**config.mk**
```make
export PLATFORM = sky130hd
export DESIGN_NAME = adc_cfg_regs
export DESIGN_NICKNAME = d
export VERILOG_FILES = /design/src/rtl/adc_cfg_pkg.sv /design/src/rtl/adc_cfg_if.sv /design/src/rtl/adc_cfg_decode.sv /design/src/rtl/adc_cfg_regs.sv
export VERILOG_INCLUDE_DIRS = /design/src /design/src/rtl
export SDC_FILE = /design/constraint.sdc
export NUM_CORES = 1
export LEC_CHECK = 0
export ABC_AREA = 0
export BUFFER_PORTS_ARGS = -buffer_cell sky130_fd_sc_hd__buf_2
export CORE_MARGIN = 4
export CORE_UTILIZATION = 35
export CTS_BUF_LIST = sky130_fd_sc_hd__clkbuf_4 sky130_fd_sc_hd__clkbuf_8 sky130_fd_sc_hd__clkbuf_16
export CTS_CLUSTER_SIZE = 16
export DETAILED_ROUTE_END_ITERATION = 12
export GPL_TIMING_DRIVEN = 0
export PLACE_DENSITY = 0.65
export SYNTH_ARGS = -nofsm -noshare
export SYNTH_HDL_FRONTEND = slang
export SYNTH_SLANG_ARGS = --single-unit
```
**constraint.sdc**
```tcl
create_clock -name pclk -period 2.2 [get_ports pclk]
set_clock_uncertainty 0.2 [all_clocks]
set_input_delay 0.66 -clock pclk [delete_from_list [all_inputs] [get_ports pclk]]
set_output_delay 0.66 -clock pclk [all_outputs]
set_load 0.01 [all_outputs]
```
**src/rtl/adc_cfg_defines.svh**
```systemverilog
`ifndef ADC_CFG_DEFINES_SVH
`define ADC_CFG_DEFINES_SVH

// Register indices; the byte address is four times the index.
`define IDX_OUTPUT_FORMAT 4'h1
`define IDX_OFFSET_ADJUST 4'h2
`define IDX_STATUS        4'h4

// Power-on contents of the two write-only registers.
`define OUTPUT_FORMAT_RESET 16'h02ff
`define OFFSET_ADJUST_RESET 16'h007f

// Synchroniser start level for pins whose power-on meaning is a one.
`define SYNC_RESET_HIGH 2'h3

// Output format field positions.
`define BIT_CLOCK_PHASE   11
`define BIT_DDR_DISABLE   10
`define BIT_SWING_SELECT  9
`define BIT_EDGE_DEMUX    8

// Offset adjust field positions.
`define OFS_MAG_HI 15
`define OFS_MAG_LO 8
`define BIT_OFS_SIGN 7

// Filler bits that the host writes as ones.
`define FORMAT_FILL_MASK 16'h00ff
`define OFFSET_FILL_MASK 16'h007f

`endif

```
**src/rtl/adc_cfg_pkg.sv**
```systemverilog
package adc_cfg_pkg;

	// Decoded settings that leave the block.
	typedef struct packed {
		logic       swing_std;
		logic       rising;
		logic       ddr;
		logic       demux;
		logic       phase_90;
		logic [7:0] ofs_mag;
		logic       ofs_neg;
		logic [8:0] ofs_code;
	} dec_t;

	// Register-side state of the top module.
	typedef struct packed {
		logic [15:0] fmt_word;
		logic [15:0] ofs_word;
		logic [31:0] rdata;
		logic [1:0]  ext_sync;
		logic [1:0]  swing_sync;
		logic [1:0]  edge_sync;
		logic        fmt_seen;
		logic        ofs_seen;
	} regs_t;

	// Layout of the status word seen by software.
	typedef struct packed {
		logic [25:0] zero;
		logic        ext_mode;
		logic        phase_90;
		logic        demux;
		logic        rising;
		logic        swing_std;
		logic        ddr;
	} status_t;

endpackage

```
**src/rtl/adc_cfg_if.sv**
```systemverilog
`timescale 1ns/1ps
interface adc_cfg_if;
	import adc_cfg_pkg::*;

	// Raw register words and synchronised pin levels.
	logic [15:0] fmt_word;
	logic [15:0] ofs_word;
	logic        ext_mode;
	logic        swing_pin;
	logic        edge_pin;
	// Registered decode results.
	dec_t        res;

	modport regs (output fmt_word, ofs_word, ext_mode, swing_pin, edge_pin, input res);
	modport decode (input fmt_word, ofs_word, ext_mode, swing_pin, edge_pin, output res);
endinterface

```
**src/rtl/adc_cfg_decode.sv**
```systemverilog
`timescale 1ns/1ps
`include "adc_cfg_defines.svh"
module adc_cfg_decode
	import adc_cfg_pkg::*;
(
	// Clock and reset.
	input wire logic pclk,
	input wire logic presetn,
	// Register side.
	adc_cfg_if.decode cfg
);

	dec_t res_q;
	dec_t res_d;

	// Turns register words and pins into the settings that steer the outputs.
	function automatic dec_t decode(input logic [15:0] c, input logic [15:0] o,
		input logic ext, input logic sp, input logic ep);
		dec_t r;
		r.ddr = !c[`BIT_DDR_DISABLE];
		r.swing_std = ext ? c[`BIT_SWING_SELECT] : sp;
		r.rising = !r.ddr && (ext ? c[`BIT_EDGE_DEMUX] : ep);
		r.demux = r.ddr && !c[`BIT_EDGE_DEMUX];
		r.phase_90 = c[`BIT_CLOCK_PHASE] && !(r.ddr && !r.demux);
		r.ofs_mag = o[`OFS_MAG_HI:`OFS_MAG_LO];
		r.ofs_neg = o[`BIT_OFS_SIGN];
		r.ofs_code = r.ofs_neg ? 9'h000 - {1'b0, r.ofs_mag} : {1'b0, r.ofs_mag};
		return r;
	endfunction

	// Power-on settings, worked out once so that reset loads a plain constant.
	localparam dec_t RES_POR = decode(`OUTPUT_FORMAT_RESET, `OFFSET_ADJUST_RESET,
		1'b1, 1'b1, 1'b0);

	// One register stage keeps every output glitch free.
	always_comb
	begin
		res_d = decode(cfg.fmt_word, cfg.ofs_word, cfg.ext_mode, cfg.swing_pin, cfg.edge_pin);
	end

	// Reset shows the power-on settings as if the extended mode were in force.
	always_ff @(posedge pclk or negedge presetn)
	begin
		if (!presetn)
			res_q <= RES_POR;
		else
			res_q <= res_d;
	end

	assign cfg.res = res_q;

endmodule

```
**src/rtl/adc_cfg_regs.sv**
```systemverilog
// How it works
// Swing bit set selects standard LVDS amplitude, clear selects reduced; resets to one.
// In extended mode the swing register bit replaces the swing select pin.
// In SDR the edge bit picks rising (1) or falling (0) data edge.
// In DDR the edge bit set means non-demultiplexed, clear means demultiplexed.
// DDR with non-demultiplexed output forces 0 degree clock, ignoring 90 degree setting.
// Host writes ones into format bits 7:0 and offset bits 6:0.
// Host writes the format register only during power-up initialisation.
// Offset magnitude bits 15:8 map linearly, 00h zero up to FFh full.
// Offset bit 7 clear applies positive offset, set applies negative.
// After reset the offset magnitude and sign are zero.
// DDR disable bit clear gives double data rate, set gives single.
// Written values hold until the next write or reset; no readback.
`timescale 1ns/1ps
`include "adc_cfg_defines.svh"
module adc_cfg_regs
	import adc_cfg_pkg::*;
#(
	parameter int ADDR_W = 8
)
(
	// Clock and reset.
	input  wire logic              pclk,
	input  wire logic              presetn,
	// APB slave.
	input  wire logic              psel,
	input  wire logic              penable,
	input  wire logic              pwrite,
	input  wire logic [ADDR_W-1:0] paddr,
	input  wire logic [31:0]       pwdata,
	output logic      [31:0]       prdata,
	output logic                   pready,
	output logic                   pslverr,
	// Control pins from outside this clock domain.
	input  wire logic              extended_mode_pin,
	input  wire logic              swing_select_pin,
	input  wire logic              edge_select_pin,
	// Converter settings.
	output logic                   output_swing_select,
	output logic                   data_on_rising_edge,
	output logic                   ddr_active,
	output logic                   demux_active,
	output logic                   clock_phase_90,
	output logic      [7:0]        offset_magnitude,
	output logic                   offset_negative,
	output logic      [8:0]        offset_code
);

	// The index decode needs four index bits above the byte lanes.
	generate
		if (ADDR_W < 6)
		begin : g_addr_check
			$error("adc_cfg_regs needs ADDR_W of at least 6");
		end
	endgenerate

	adc_cfg_if cfg ();

	regs_t       st_q;
	regs_t       st_d;
	logic [2:0]  sel;
	logic        setup;
	logic        access;
	logic        wr_fmt;
	logic        wr_ofs;
	logic        unmapped;
	status_t     status;

	// One-hot register select: bit 0 format, bit 1 offset, bit 2 status.
	function automatic logic [2:0] reg_sel(input logic [ADDR_W-1:0] a);
		logic [ADDR_W-3:0] idx;
		idx = a[ADDR_W-1:2];
		reg_sel = 3'h0;
		if (a[1:0] == 2'h0)
		begin
			reg_sel[0] = (idx == (ADDR_W-2)'(`IDX_OUTPUT_FORMAT));
			reg_sel[1] = (idx == (ADDR_W-2)'(`IDX_OFFSET_ADJUST));
			reg_sel[2] = (idx == (ADDR_W-2)'(`IDX_STATUS));
		end
	endfunction

	// Bus phases and strobes.
	assign sel      = reg_sel(paddr);
	assign setup    = psel && !penable;
	assign access   = psel && penable;
	assign unmapped = (sel == 3'h0);
	assign wr_fmt   = access && pwrite && sel[0];
	assign wr_ofs   = access && pwrite && sel[1];

	// The block answers every access in its first cycle; read data was latched at setup.
	assign pready  = 1'b1;
	assign pslverr = access && (unmapped || (pwrite && sel[2]));
	assign prdata  = st_q.rdata;

	// Status word reports the settings actually in force, not the raw registers.
	always_comb
	begin
		status           = '0;
		status.ext_mode  = st_q.ext_sync[1];
		status.phase_90  = cfg.res.phase_90;
		status.demux     = cfg.res.demux;
		status.rising    = cfg.res.rising;
		status.swing_std = cfg.res.swing_std;
		status.ddr       = cfg.res.ddr;
	end

	// Next state: pin synchronisers, read latch and register writes.
	always_comb
	begin
		st_d = st_q;
		st_d.ext_sync   = {st_q.ext_sync[0], extended_mode_pin};
		st_d.swing_sync = {st_q.swing_sync[0], swing_select_pin};
		st_d.edge_sync  = {st_q.edge_sync[0], edge_select_pin};
		if (setup)
		begin
			// Write-only registers read as zero so nothing leaks back.
			st_d.rdata = (sel[2] && !pwrite) ? status : 32'h0000_0000;
		end
		if (wr_fmt)
		begin
			// Filler bits are stored as given; the host is trusted to send ones.
			st_d.fmt_word = pwdata[15:0];
			st_d.fmt_seen = 1'b1;
		end
		if (wr_ofs)
		begin
			st_d.ofs_word = pwdata[15:0];
			st_d.ofs_seen = 1'b1;
		end
	end

	// State register; words hold until rewritten or reset.
	always_ff @(posedge pclk or negedge presetn)
	begin
		if (!presetn)
		begin
			st_q            <= '0;
			st_q.fmt_word   <= `OUTPUT_FORMAT_RESET;
			st_q.ofs_word   <= `OFFSET_ADJUST_RESET;
			// Synchronisers start in extended mode with standard swing, as the decoder
			// does, so that release shows no brief step into pin mode.
			st_q.ext_sync   <= `SYNC_RESET_HIGH;
			st_q.swing_sync <= `SYNC_RESET_HIGH;
		end
		else
		begin
			st_q <= st_d;
		end
	end

	// Feed the decoder through the shared interface.
	assign cfg.fmt_word  = st_q.fmt_word;
	assign cfg.ofs_word  = st_q.ofs_word;
	assign cfg.ext_mode  = st_q.ext_sync[1];
	assign cfg.swing_pin = st_q.swing_sync[1];
	assign cfg.edge_pin  = st_q.edge_sync[1];

	adc_cfg_decode u_decode (
		.pclk    (pclk),
		.presetn (presetn),
		.cfg     (cfg)
	);

	// Settings come straight from the decoder's flip-flops.
	assign output_swing_select = cfg.res.swing_std;
	assign data_on_rising_edge = cfg.res.rising;
	assign ddr_active          = cfg.res.ddr;
	assign demux_active        = cfg.res.demux;
	assign clock_phase_90      = cfg.res.phase_90;
	assign offset_magnitude    = cfg.res.ofs_mag;
	assign offset_negative     = cfg.res.ofs_neg;
	assign offset_code         = cfg.res.ofs_code;
endmodule

```
==> out/metrics.yaml, run 1 <==
worst_setup_path:
  endpoint_kind: "primary output"
  startpoint_type: "input port"
  crit_type: "in2out"
  rrSetupSlack_ns: 0.40
  crit_required_ns: 1.34
  crit_fanout: 3
  cp.arrival_ns: 1.47
route:
  drtAntennaViolNets: 0
  drt-pass1-iter-count: 4
  wl_um: 3530
  wl_per_cell_um: 11.3
  vias: 1223
  drtIter0Drc: 39
  drc_errors: 0
  vias_per_cell: 3.92
cts:
  htree_num_levels: 2
  clkTransAtPathRegs_ns: 0.08
  cts_tree: "built"
  cts_sinks: 47
  clock_path_buffers: 2
  root_buffer: "clkbuf_8"
  insertion_delay_ns: 0.29
  numCtsBuffers: 5
  hold_buffers: 0
layout:
  instances_no_fill: 312
  fill_cells: 512
  layout-drive-gt1-share: 0.479
  area_growth_syn_to_layout_pct: 30.4
  fin_util: 0.483
  final_area_um2: 2540
  diodes: 0
  nNetsFinal: 290
sta:
  slew_headroom: 0.332
  rsz0062_at_grt: "true"
  fmax_mhz: 428
  setup_ws_ns: -0.134
  final_max_slew_viol_count: 0
  fin_crit_sh: 1.06
  hold_viol: 0
  layout_min_cycle_time_ns: 2.33
  worstMarginPinSlew_ns: 1.00
  setup_viol_count_final: 1
  hold_ws_ns: 0.158
synthesis:
  ys_seq_area_frac: 0.608
  syn_avg_cell_area_um2: 12.8
  synthesis.area_um2: 1950
  ys_warn_count: 0
  synthCells: 153
  synth.distinct_cells: 30
  ys_ff_latch: 47
pwr:
  power-per-cell-area_nw_per_um2: 653
  sw_frac_of_total: 0.208
  p_leak_nw: 1.42
  ir_drop_v: 0.000294
  p_int_w: 0.00132
  seqPwrFrac: 0.536
  p_switching_w: 0.000346
  pwr-share-comb: 0.086
  power.total_w: 0.00166
  clkPwrFrac: 0.378
placement:
  gp_congestion: 0.668
  placed_area_um2: 2400
  post-dp-hpwl_um: 2740
  io_buffers: 54
  dp_cells: 302
global_route:
  antenna_found_initial: 0
  grt_pass1_wl_um: 5540
  grt_max_degree: 48
  overflow: 0
  grt_util_all_layers: 0.108
  grt_pass1_vias: 1148
die:
  ios: 105
  die_w_um: 82.7
  design.die.area_um2: 6840
  rows: 26
  fp.dieH_um: 82.7
  core-area_um2: 5270
  start_util: 0.370
worst_hold_path:
  hold_path.class: "reg2reg"
outcome:
  status: "finished with violations"
  violations: "setup timing"
job:
  cap_violations: 0
Yosys cell counts:
master    number  area share
buf_6          1      0.0058
nor3b_1        3       0.012
nor2b_1        2      0.0064
xnor2_1        6       0.027
or3_1          1      0.0032
nand4b_1       1      0.0045
nor4_4         1       0.011
buf_4         28        0.11
and3_1         1      0.0032
nor2_1         4      0.0077
and4b_1        1      0.0051
inv_1          9       0.017
conb_1         2      0.0038
ha_1           1      0.0064
nand2_1        8       0.015
o21ai_0        9       0.023
or4_1          1      0.0038
o31ai_1        2      0.0077
and4_1         1      0.0045
mux2_2        14       0.081
dfrtp_1       39        0.50
dfstp_2        8        0.11
mux2i_1        1      0.0051
o31a_1         1      0.0045
nand4_1        2      0.0064
o211ai_1       1      0.0038
nand2b_1       2      0.0064
clkbuf_1       1      0.0019
a21boi_0       1      0.0038
or3b_1         1      0.0045
layout make-up:
cell class | instances | area, µm² | share of cell area
clock inverters | 1 | 30.0 | 0.0118
flip-flops and latches | 47 | 1190 | 0.466
multi-input cells | 92 | 601 | 0.236
well taps | 70 | 87.6 | 0.0344
clock buffers | 7 | 83.8 | 0.0329
repair buffers | 56 | 298 | 0.117
plain buffers | 30 | 225 | 0.0885
inverters | 9 | 33.8 | 0.0133
routing by layer:
layer	routed length, µm	global-route usage
met4	45	0.0294
met3	402	0.0488
met1	1390	0.136
met5	0	0
met2	1690	0.167
flip-flops by register name (all words and copies together), names as in the netlist:
register	flops
cfg.edge_pin	1
cfg.ofs_word	9
cfg.ext_mode	1
cfg.swing_pin	1
st_d	3
prdata	6
u_decode.cfg.res	22
cfg.fmt_word	4
cell families after synthesis:
family | count (synthesis) | synth area share
other | 2 | 0.00385
flip-flops | 47 | 0.608
multiplexers | 15 | 0.0859
AO/OA/AOI/OAI | 14 | 0.0429
AND/OR/NAND/NOR | 29 | 0.0936
adder cells (fa/ha/maj) | 1 | 0.00641
buffers and inverters | 39 | 0.133
XOR/XNOR | 6 | 0.0269
final timing paths:
path,endpoint,from,cells past startpoint
max,pslverr,paddr[6],5
min,cfg.swing_pin$_DFF_PN1_,st_d[5]$_DFF_PN1_,0
max reg2reg,u_decode.cfg.res[6]$_DFF_PN0_,cfg.ofs_word[9]$_DFFE_PN0P_,5
min reg2reg,cfg.swing_pin$_DFF_PN1_,st_d[5]$_DFF_PN1_,0
max in group asynchronous,cfg.ofs_word[10]$_DFFE_PN0P_,presetn,1
min in group asynchronous,u_decode.cfg.res[1]$_DFF_PN0_,presetn,1
repair_timing:
action / 4_1_cts / 5_1_grt
setup endpoints to repair: 1 / 1
buffers inserted: 1 / 1
pin swaps: 4 / 3
resized for setup: 2 / 0
per-stage QoR:
stage | setup TNS [ns] | setup slack [ns]
after global placement | -0.724 | -0.279
after global routing | -0.215 | -0.215
after CTS | -0.169 | -0.169
after floorplan | 0 | 0.0146
final | -0.134 | -0.134
after detailed placement | -0.834 | -0.279
cells in the final DEF, fill, tap and decap left out:
master     instances
nand4_1            2
o31ai_1            2
or3b_1             1
buf_6              3
or3_1              1
dfstp_2            8
ha_1               1
o21ai_0            9
o31a_1             1
bufinv_16          1
a21boi_0           1
and3_1             1
dfrtp_1           39
nor2_1             4
clkbuf_4           2
nor3b_1            3
inv_1              9
o211ai_1           1
buf_2             52
and4b_1            1
or4_1              1
mux2i_1            1
clkbuf_1           1
conb_1            27
and4_1             1
nand2b_1           2
clkbuf_8           5
buf_4             30
mux2_2            14
nor4_4             1
nand4b_1           1
nand2_1            8
xnor2_1            6
nor2b_1            2
worst max-delay path, stage by stage:
cell      delay (ns)
buf_6           0.10
nor4_4          0.30
nand4b_1        0.11
and4_1          0.18
buf_2           0.13
power by group through the flow:
stage | combinational [W] | sequential (W) | clock (W)
3_5_place_dp | 0.000139 | 0.000909 | 0
4_1_cts | 0.000142 | 0.000892 | 0.000647
3_3_place_gp | 0.000137 | 0.000908 | 0
2_1_floorplan | 0.0000789 | 0.000911 | 0
6_report | 0.000143 | 0.000892 | 0.000628
5_1_grt | 0.000161 | 0.000894 | 0.000687
Note: power is estimated with default switching activity, not from simulation.
==> inputs of run 2 (changes only) <==
--- a/config.mk
+++ b/config.mk
@@ -14,7 +14,7 @@
 export CTS_CLUSTER_SIZE = 16
 export DETAILED_ROUTE_END_ITERATION = 12
 export GPL_TIMING_DRIVEN = 0
-export PLACE_DENSITY = 0.65
+export PLACE_DENSITY_LB_ADDON = 0.2
 export SYNTH_ARGS = -nofsm -noshare
 export SYNTH_HDL_FRONTEND = slang
 export SYNTH_SLANG_ARGS = --single-unit
==> run 2 against run 1 <==
The flow still finishes with violations (setup timing). Sequential share of layout area is 0.42 points higher. Count of clock-buffer cells in the layout rose by 1. Combinational power is essentially flat. Non-clock buffer count unchanged. Clock power is 17% lower. Power is 6.5% lower. Flip-flop and latch count did not move. Register-to-register slack better by 0.03 ns.
==> out/metrics.yaml, run 2 (same netlist as run 1, synthesis figures left out) <==
outcome:
  status: "finished with violations"
  violations: "setup timing"
sta:
  slew_headroom: 0.324  # -0.00779
  fmax_mhz: 415  # -3.1%
  fin_crit_sh: 1.09  # +0.0337
  final_max_slew_viol_count: 0  # unchanged
  hold_viol: 0  # unchanged
  setup_viol_count_final: 1  # unchanged
  setup_ws_ns: -0.208  # -0.0742 ns
  worstMarginPinSlew_ns: 1.01  # +0.0117 ns
  hold_ws_ns: 0.153  # -0.00542 ns
  layout_min_cycle_time_ns: 2.41  # +0.0742 ns
  rsz0062_at_grt: "true"
route:
  wl_per_cell_um: 11.4  # +1.1%
  drtIter0Drc: 54  # +38%
  vias_per_cell: 3.96  # +0.90%
  drt-pass1-iter-count: 4  # unchanged
  drc_errors: 0  # unchanged
  wl_um: 3570  # +1.1%
  drtAntennaViolNets: 0  # unchanged
  vias: 1234  # +0.90%
cts:
  root_buffer: "clkbuf_8"
  cts_tree: "built"
  numCtsBuffers: 5  # unchanged
  cts_sinks: 47  # unchanged
  htree_num_levels: 2  # unchanged
  clkTransAtPathRegs_ns: 0.07  # about the same
  insertion_delay_ns: 0.29  # about the same
  clock_path_buffers: 2  # unchanged
die:
  start_util: 0.370  # unchanged
  core-area_um2: 5270  # unchanged
  ios: 105  # unchanged
  rows: 26  # unchanged
  fp.dieH_um: 82.7  # unchanged
  design.die.area_um2: 6840  # unchanged
  die_w_um: 82.7  # unchanged
layout:
  layout-drive-gt1-share: 0.479  # unchanged
  nNetsFinal: 290  # unchanged
  largest_register_ffs: 22  # unchanged
  fin_util: 0.479  # -0.00427
  diodes: 0  # unchanged
  area_growth_syn_to_layout_pct: 29.2
  final_common_cell: "buf_2"
  most-common-layout-cells: "buf_2, dfrtp_1, buf_4, conb_1, mux2_2"
worst_setup_path:
  cp.arrival_ns: 1.55  # +0.08 ns
  cp-startpoint: "paddr[6]"
  crit_type: "in2out"
  crit_fanout: 3  # unchanged
  r2r-start: "cfg.ofs_word[9]$_DFFE_PN0P_"
  startpoint_type: "input port"
  crit_required_ns: 1.34  # about the same
  rrSetupSlack_ns: 0.43  # +0.03 ns
  endpoint_kind: "primary output"
global_route:
  grt_util_all_layers: 0.106  # -0.00122
  grt_max_degree: 48  # unchanged
  busiest_layer: "met2"
  grt_pass1_wl_um: 5420  # -2.1%
  overflow: 0  # unchanged
  use_met3: 0.0477  # -0.00108
  grt_pass1_vias: 1132  # -1.4%
  antenna_found_initial: 0  # unchanged
  met2_usage: 0.160  # -0.00641
  grtUsageMet1: 0.137  # +0.000408
pwr:
  power.total_w: 0.00155  # -6.5%
  p_leak_nw: 1.41  # -0.67%
  power-per-cell-area_nw_per_um2: 616  # -5.7%
  ir_drop_v: 0.000412  # +40%
placement:
  gp_congestion: 0.696  # +4.2%
  io_buffers: 54  # unchanged
  post-dp-hpwl_um: 2690  # -1.9%
worst_hold_path:
  hold_path_startpoint: "st_d[3]$_DFF_PN0_"
  hold_path.class: "reg2reg"
job:
  cap_violations: 0  # unchanged
[run 2: cell count changes in the layout (fill, tap and decap cells not counted)]
cell / previous run / this run
bufinv_16: 1 / 0
clkbuf_4: 2 / 3
[run 2: per-layer routing]
layer,share of wire,up-vias
li1,-,622
met5,0,-
met3,0.12,2
met1,0.43,553
met4,0.0064,0
met2,0.45,57
[run 2: cell type report]
class,count,area (µm²)
Fill cell,502,2750
Sequential cell,47,1190
Multi-Input combinational cell,92,601
Timing Repair Buffer,56,298
Buffer,30,225
Clock buffer,8,91.3
Tap cell,70,87.6
Inverter,9,33.8
[run 2: critical path, stage by stage]
cell	delay, ns
buf_6	0.09
nor4_4	0.33
o211ai_1	0.16
and4_1	0.17
buf_2	0.13
[run 2: where the power goes]
| part | total [W] | internal (W) | switching (W) | leakage, nW |
|---|---|---|---|---|
| logic | 0.000144 | 0.0000691 | 0.0000752 | 0.739 |
| registers | 0.000891 | 0.000884 | 0.00000791 | 0.623 |
| clock network | 0.000519 | 0.000263 | 0.000256 | 0.0498 |
[run 2: metrics by stage]
stage | cell area [µm²] | setup slack (ns) | TNS, ns | instances
3_3_place_gp | 2400 | -0.287 | -0.721 | 302
4_1_cts | 2510 | -0.180 | -0.180 | 311
2_1_floorplan | 2050 | 0.0146 | 0 | 178
3_5_place_dp | 2400 | -0.282 | -0.772 | 302
6_report | 2520 | -0.208 | -0.208 | 312
5_1_grt | 2520 | -0.252 | -0.252 | 312
[run 2: path summary, 6_finish.rpt]
path                            cells past startpoint                        endpoint
min in group asynchronous                           1  u_decode.cfg.res[14]$_DFF_PN0_
max in group asynchronous                           1     cfg.ofs_word[8]$_DFFE_PN0P_
worst min register to register                      0          cfg.edge_pin$_DFF_PN0_
worst max register to register                      5   u_decode.cfg.res[6]$_DFF_PN0_
worst max-delay path                                5                         pslverr
worst min-delay path                                0          cfg.edge_pin$_DFF_PN0_
[run 2: what timing repair did]
item / CTS / global route
setup endpoints to repair: 1 / 1
cloned: 0 / 0
resized for setup: 2 / 0
hold buffers: 0 / 0
pin swaps: 4 / 3
buffers inserted: 1 / 1
==> inputs of run 3 (changes only) <==
--- a/config.mk
+++ b/config.mk
@@ -7,12 +7,12 @@
 export NUM_CORES = 1
 export LEC_CHECK = 0
 export ABC_AREA = 0
-export BUFFER_PORTS_ARGS = -buffer_cell sky130_fd_sc_hd__buf_2
 export CORE_MARGIN = 4
 export CORE_UTILIZATION = 35
 export CTS_BUF_LIST = sky130_fd_sc_hd__clkbuf_4 sky130_fd_sc_hd__clkbuf_8 sky130_fd_sc_hd__clkbuf_16
 export CTS_CLUSTER_SIZE = 16
 export DETAILED_ROUTE_END_ITERATION = 12
+export DONT_BUFFER_PORTS = 1
 export GPL_TIMING_DRIVEN = 0
 export PLACE_DENSITY_LB_ADDON = 0.2
 export SYNTH_ARGS = -nofsm -noshare
==> constraint.sdc (replaced) <==
create_clock -name pclk -period 2.2 [get_ports pclk]
set_clock_uncertainty 0.2 [all_clocks]
set_input_delay 0.66 -clock pclk [delete_from_list [all_inputs] [get_ports pclk]]
set_output_delay 0.66 -clock pclk [all_outputs]
set_load 0.1 [all_outputs]
==> run 3 against run 2 <==
The flow still finishes with violations (setup timing). Critical path depth decreased by 2. Flip-flop and latch count did not move. Clock power is 21% higher. Fmax is 6.5% higher. Largest power group unchanged.
==> out/metrics.yaml, run 3 (same netlist as run 1, synthesis figures left out) <==
sta:
  fin_setup_tns_ns: -0.0607  # +0.148 ns
  worstMarginPinSlew_ns: 0.922  # -0.0920 ns
  fmax_mhz: 442  # +6.5%
  rsz0062_at_grt: "true"
  final_max_slew_viol_count: 0  # unchanged
  slew_headroom: 0.385  # +0.0613
  layout_min_cycle_time_ns: 2.26  # -0.148 ns
  fin_crit_sh: 1.03  # -0.0671
  hold_viol: 0  # unchanged
  setup_viol_count_final: 1  # unchanged
  setup_ws_ns: -0.0607  # +0.148 ns
route:
  vias: 1132  # -8.3%
  vias_per_cell: 4.30  # +8.8%
  drt-pass1-iter-count: 4  # unchanged
  drtIter0Drc: 46  # -15%
  drc_errors: 0  # unchanged
  wl_per_cell_um: 14.4  # +26%
  wl_um: 3780  # +5.9%
  drtAntennaViolNets: 0  # unchanged
cts:
  clkTransAtPathRegs_ns: 0.07  # about the same
  clock_path_buffers: 2  # unchanged
  root_buffer: "clkbuf_8"
  cts_sinks: 47  # unchanged
  cts_tree: "built"
  htree_num_levels: 2  # unchanged
  numCtsBuffers: 5  # unchanged
  insertion_delay_ns: 0.29  # about the same
worst_setup_path:
  startpoint_type: "input port"
  crit_required_ns: 1.34  # about the same
  endpoint_kind: "primary output"
  cp.arrival_ns: 1.40  # -0.15 ns
  r2r-start: "cfg.ofs_word[9]$_DFFE_PN0P_"
  reg2reg_to: "u_decode.cfg.res[6]$_DFF_PN0_"
  crit_type: "in2out"
  rrSetupSlack_ns: 0.41  # -0.02 ns
  crit_fanout: 5  # +2
  reg2regPathDepth: 5  # unchanged
worst_hold_path:
  min_to: "cfg.ext_mode$_DFF_PN1_"
  holdPathStages: 0  # unchanged
  hold_path.class: "reg2reg"
  hold_path_startpoint: "st_d[7]$_DFF_PN1_"
global_route:
  grt_pass1_vias: 1074  # -5.1%
  grt_util_all_layers: 0.112  # +0.00519
  antenna_found_initial: 0  # unchanged
  overflow: 0  # unchanged
  busiest_layer: "met2"
  use_met3: 0.0618  # +0.0141
  met2_usage: 0.183  # +0.0224
  grtUsageMet1: 0.121  # -0.0155
  grt_max_degree: 40  # -17%
  grt_pass1_wl_um: 5530  # +1.9%
layout:
  area_growth_syn_to_layout_pct: 19.9
  most-common-layout-cells: "dfrtp_1, buf_4, conb_1, mux2_2"
  nNetsFinal: 241  # -17%
  final_common_cell: "dfrtp_1"
  fin_util: 0.444  # -0.0347
  instances_no_fill: 263  # -16%
  layout-drive-gt1-share: 0.342  # -0.137
  fill_cells: 527  # +5.0%
  largest_register_ffs: 22  # unchanged
  diodes: 0  # unchanged
pwr:
  p_switching_w: 0.000571  # +68%
  power-per-cell-area_nw_per_um2: 803  # +30%
  seqPwrFrac: 0.503  # -0.070
  pwr-share-comb: 0.163  # +0.070
  clkPwrFrac: 0.334  # about the same
  p_int_w: 0.00131  # +7.6%
  p_leak_nw: 1.19  # -15%
  ir_drop_v: 0.000345  # -16%
  sw_frac_of_total: 0.304  # +0.0859
placement:
  gp_congestion: 0.733  # +5.3%
  io_buffers: 0  # -100%
  post-dp-hpwl_um: 2760  # +2.9%
  dp_cells: 248  # -18%
die:
  core-area_um2: 5270  # unchanged
  die_w_um: 82.7  # unchanged
  ios: 105  # unchanged
  start_util: 0.370  # unchanged
  rows: 26  # unchanged
  fp.dieH_um: 82.7  # unchanged
  design.die.area_um2: 6840  # unchanged
outcome:
  status: "finished with violations"
  violations: "setup timing"
job:
  cap_violations: 0  # unchanged
## run 3: cell count changes in the layout (fill, tap and decap cells not counted), sizes merged
cell	previous run	this run
buf	85	32
dlygate4sd3	0	4
bufinv	0	1
clkbuf	9	8
## run 3: worst max path at each step
stage / slack (ns) / from / to / cells after the start
2_1_floorplan: -0.07 / paddr[0] / pslverr / 3
3_3_place_gp: -0.09 / paddr[0] / pslverr / 3
3_5_place_dp: -0.12 / paddr[0] / pslverr / 3
4_1_cts: -0.06 / paddr[4] / pslverr / 3
5_1_grt: -0.11 / paddr[0] / pslverr / 3
6_report: -0.06 / paddr[4] / pslverr / 3
## run 3: layer usage
metal | vias up | part of all wire
met3 | 8 | 0.13
met4 | 0 | 0.019
met1 | 535 | 0.38
li1 | 527 | -
met2 | 62 | 0.47
met5 | - | 0
## run 3: power by group through the flow
| stage | Clock [W] | Sequential [W] | Combinational (W) |
|---|---|---|---|
| finish | 0.000628 | 0.000944 | 0.000306 |
| global route | 0.000688 | 0.000947 | 0.000320 |
| CTS | 0.000649 | 0.000945 | 0.000305 |
| detailed placement | 0 | 0.000961 | 0.000274 |
| global placement | 0 | 0.000961 | 0.000273 |
| floorplan | 0 | 0.000957 | 0.000270 |
## run 3: critical path, stage by stage
cell      delay (ns)
nor3b_4         0.13
o211ai_1        0.16
and4_4          0.45
## run 3: cell type report
cell class / instances / area, µm² / share of cell area
sequential: 47 / 1190 / 0.509
multi-input combinational: 92 / 614 / 0.263
buffer: 30 / 225 / 0.0963
tap: 70 / 87.6 / 0.0374
clock buffer: 7 / 83.8 / 0.0358
timing repair buffer: 7 / 75.1 / 0.0321
inverter: 9 / 33.8 / 0.0144
clock inverter: 1 / 30.0 / 0.0128
## run 3: repair_timing
action	in CTS	in global routing
endpoints found under the setup margin	2	1
pin swaps	3	3
hold buffers	5	0
hold endpoints to repair	39	0
buffers inserted	1	1
cloned	0	0
resized for setup	4	0
## run 3: stage by stage
step	cell area, µm²	setup slack, ns	total power (W)	hold slack [ns]
after floorplan	2050	-0.0650	0.00123	0.131
after global placement	2140	-0.0900	0.00123	0.141
after detailed placement	2140	-0.119	0.00124	0.145
after CTS	2330	-0.0638	0.00190	0.155
after global routing	2340	-0.115	0.00195	0.146
final	2340	-0.0607	0.00188	0.157
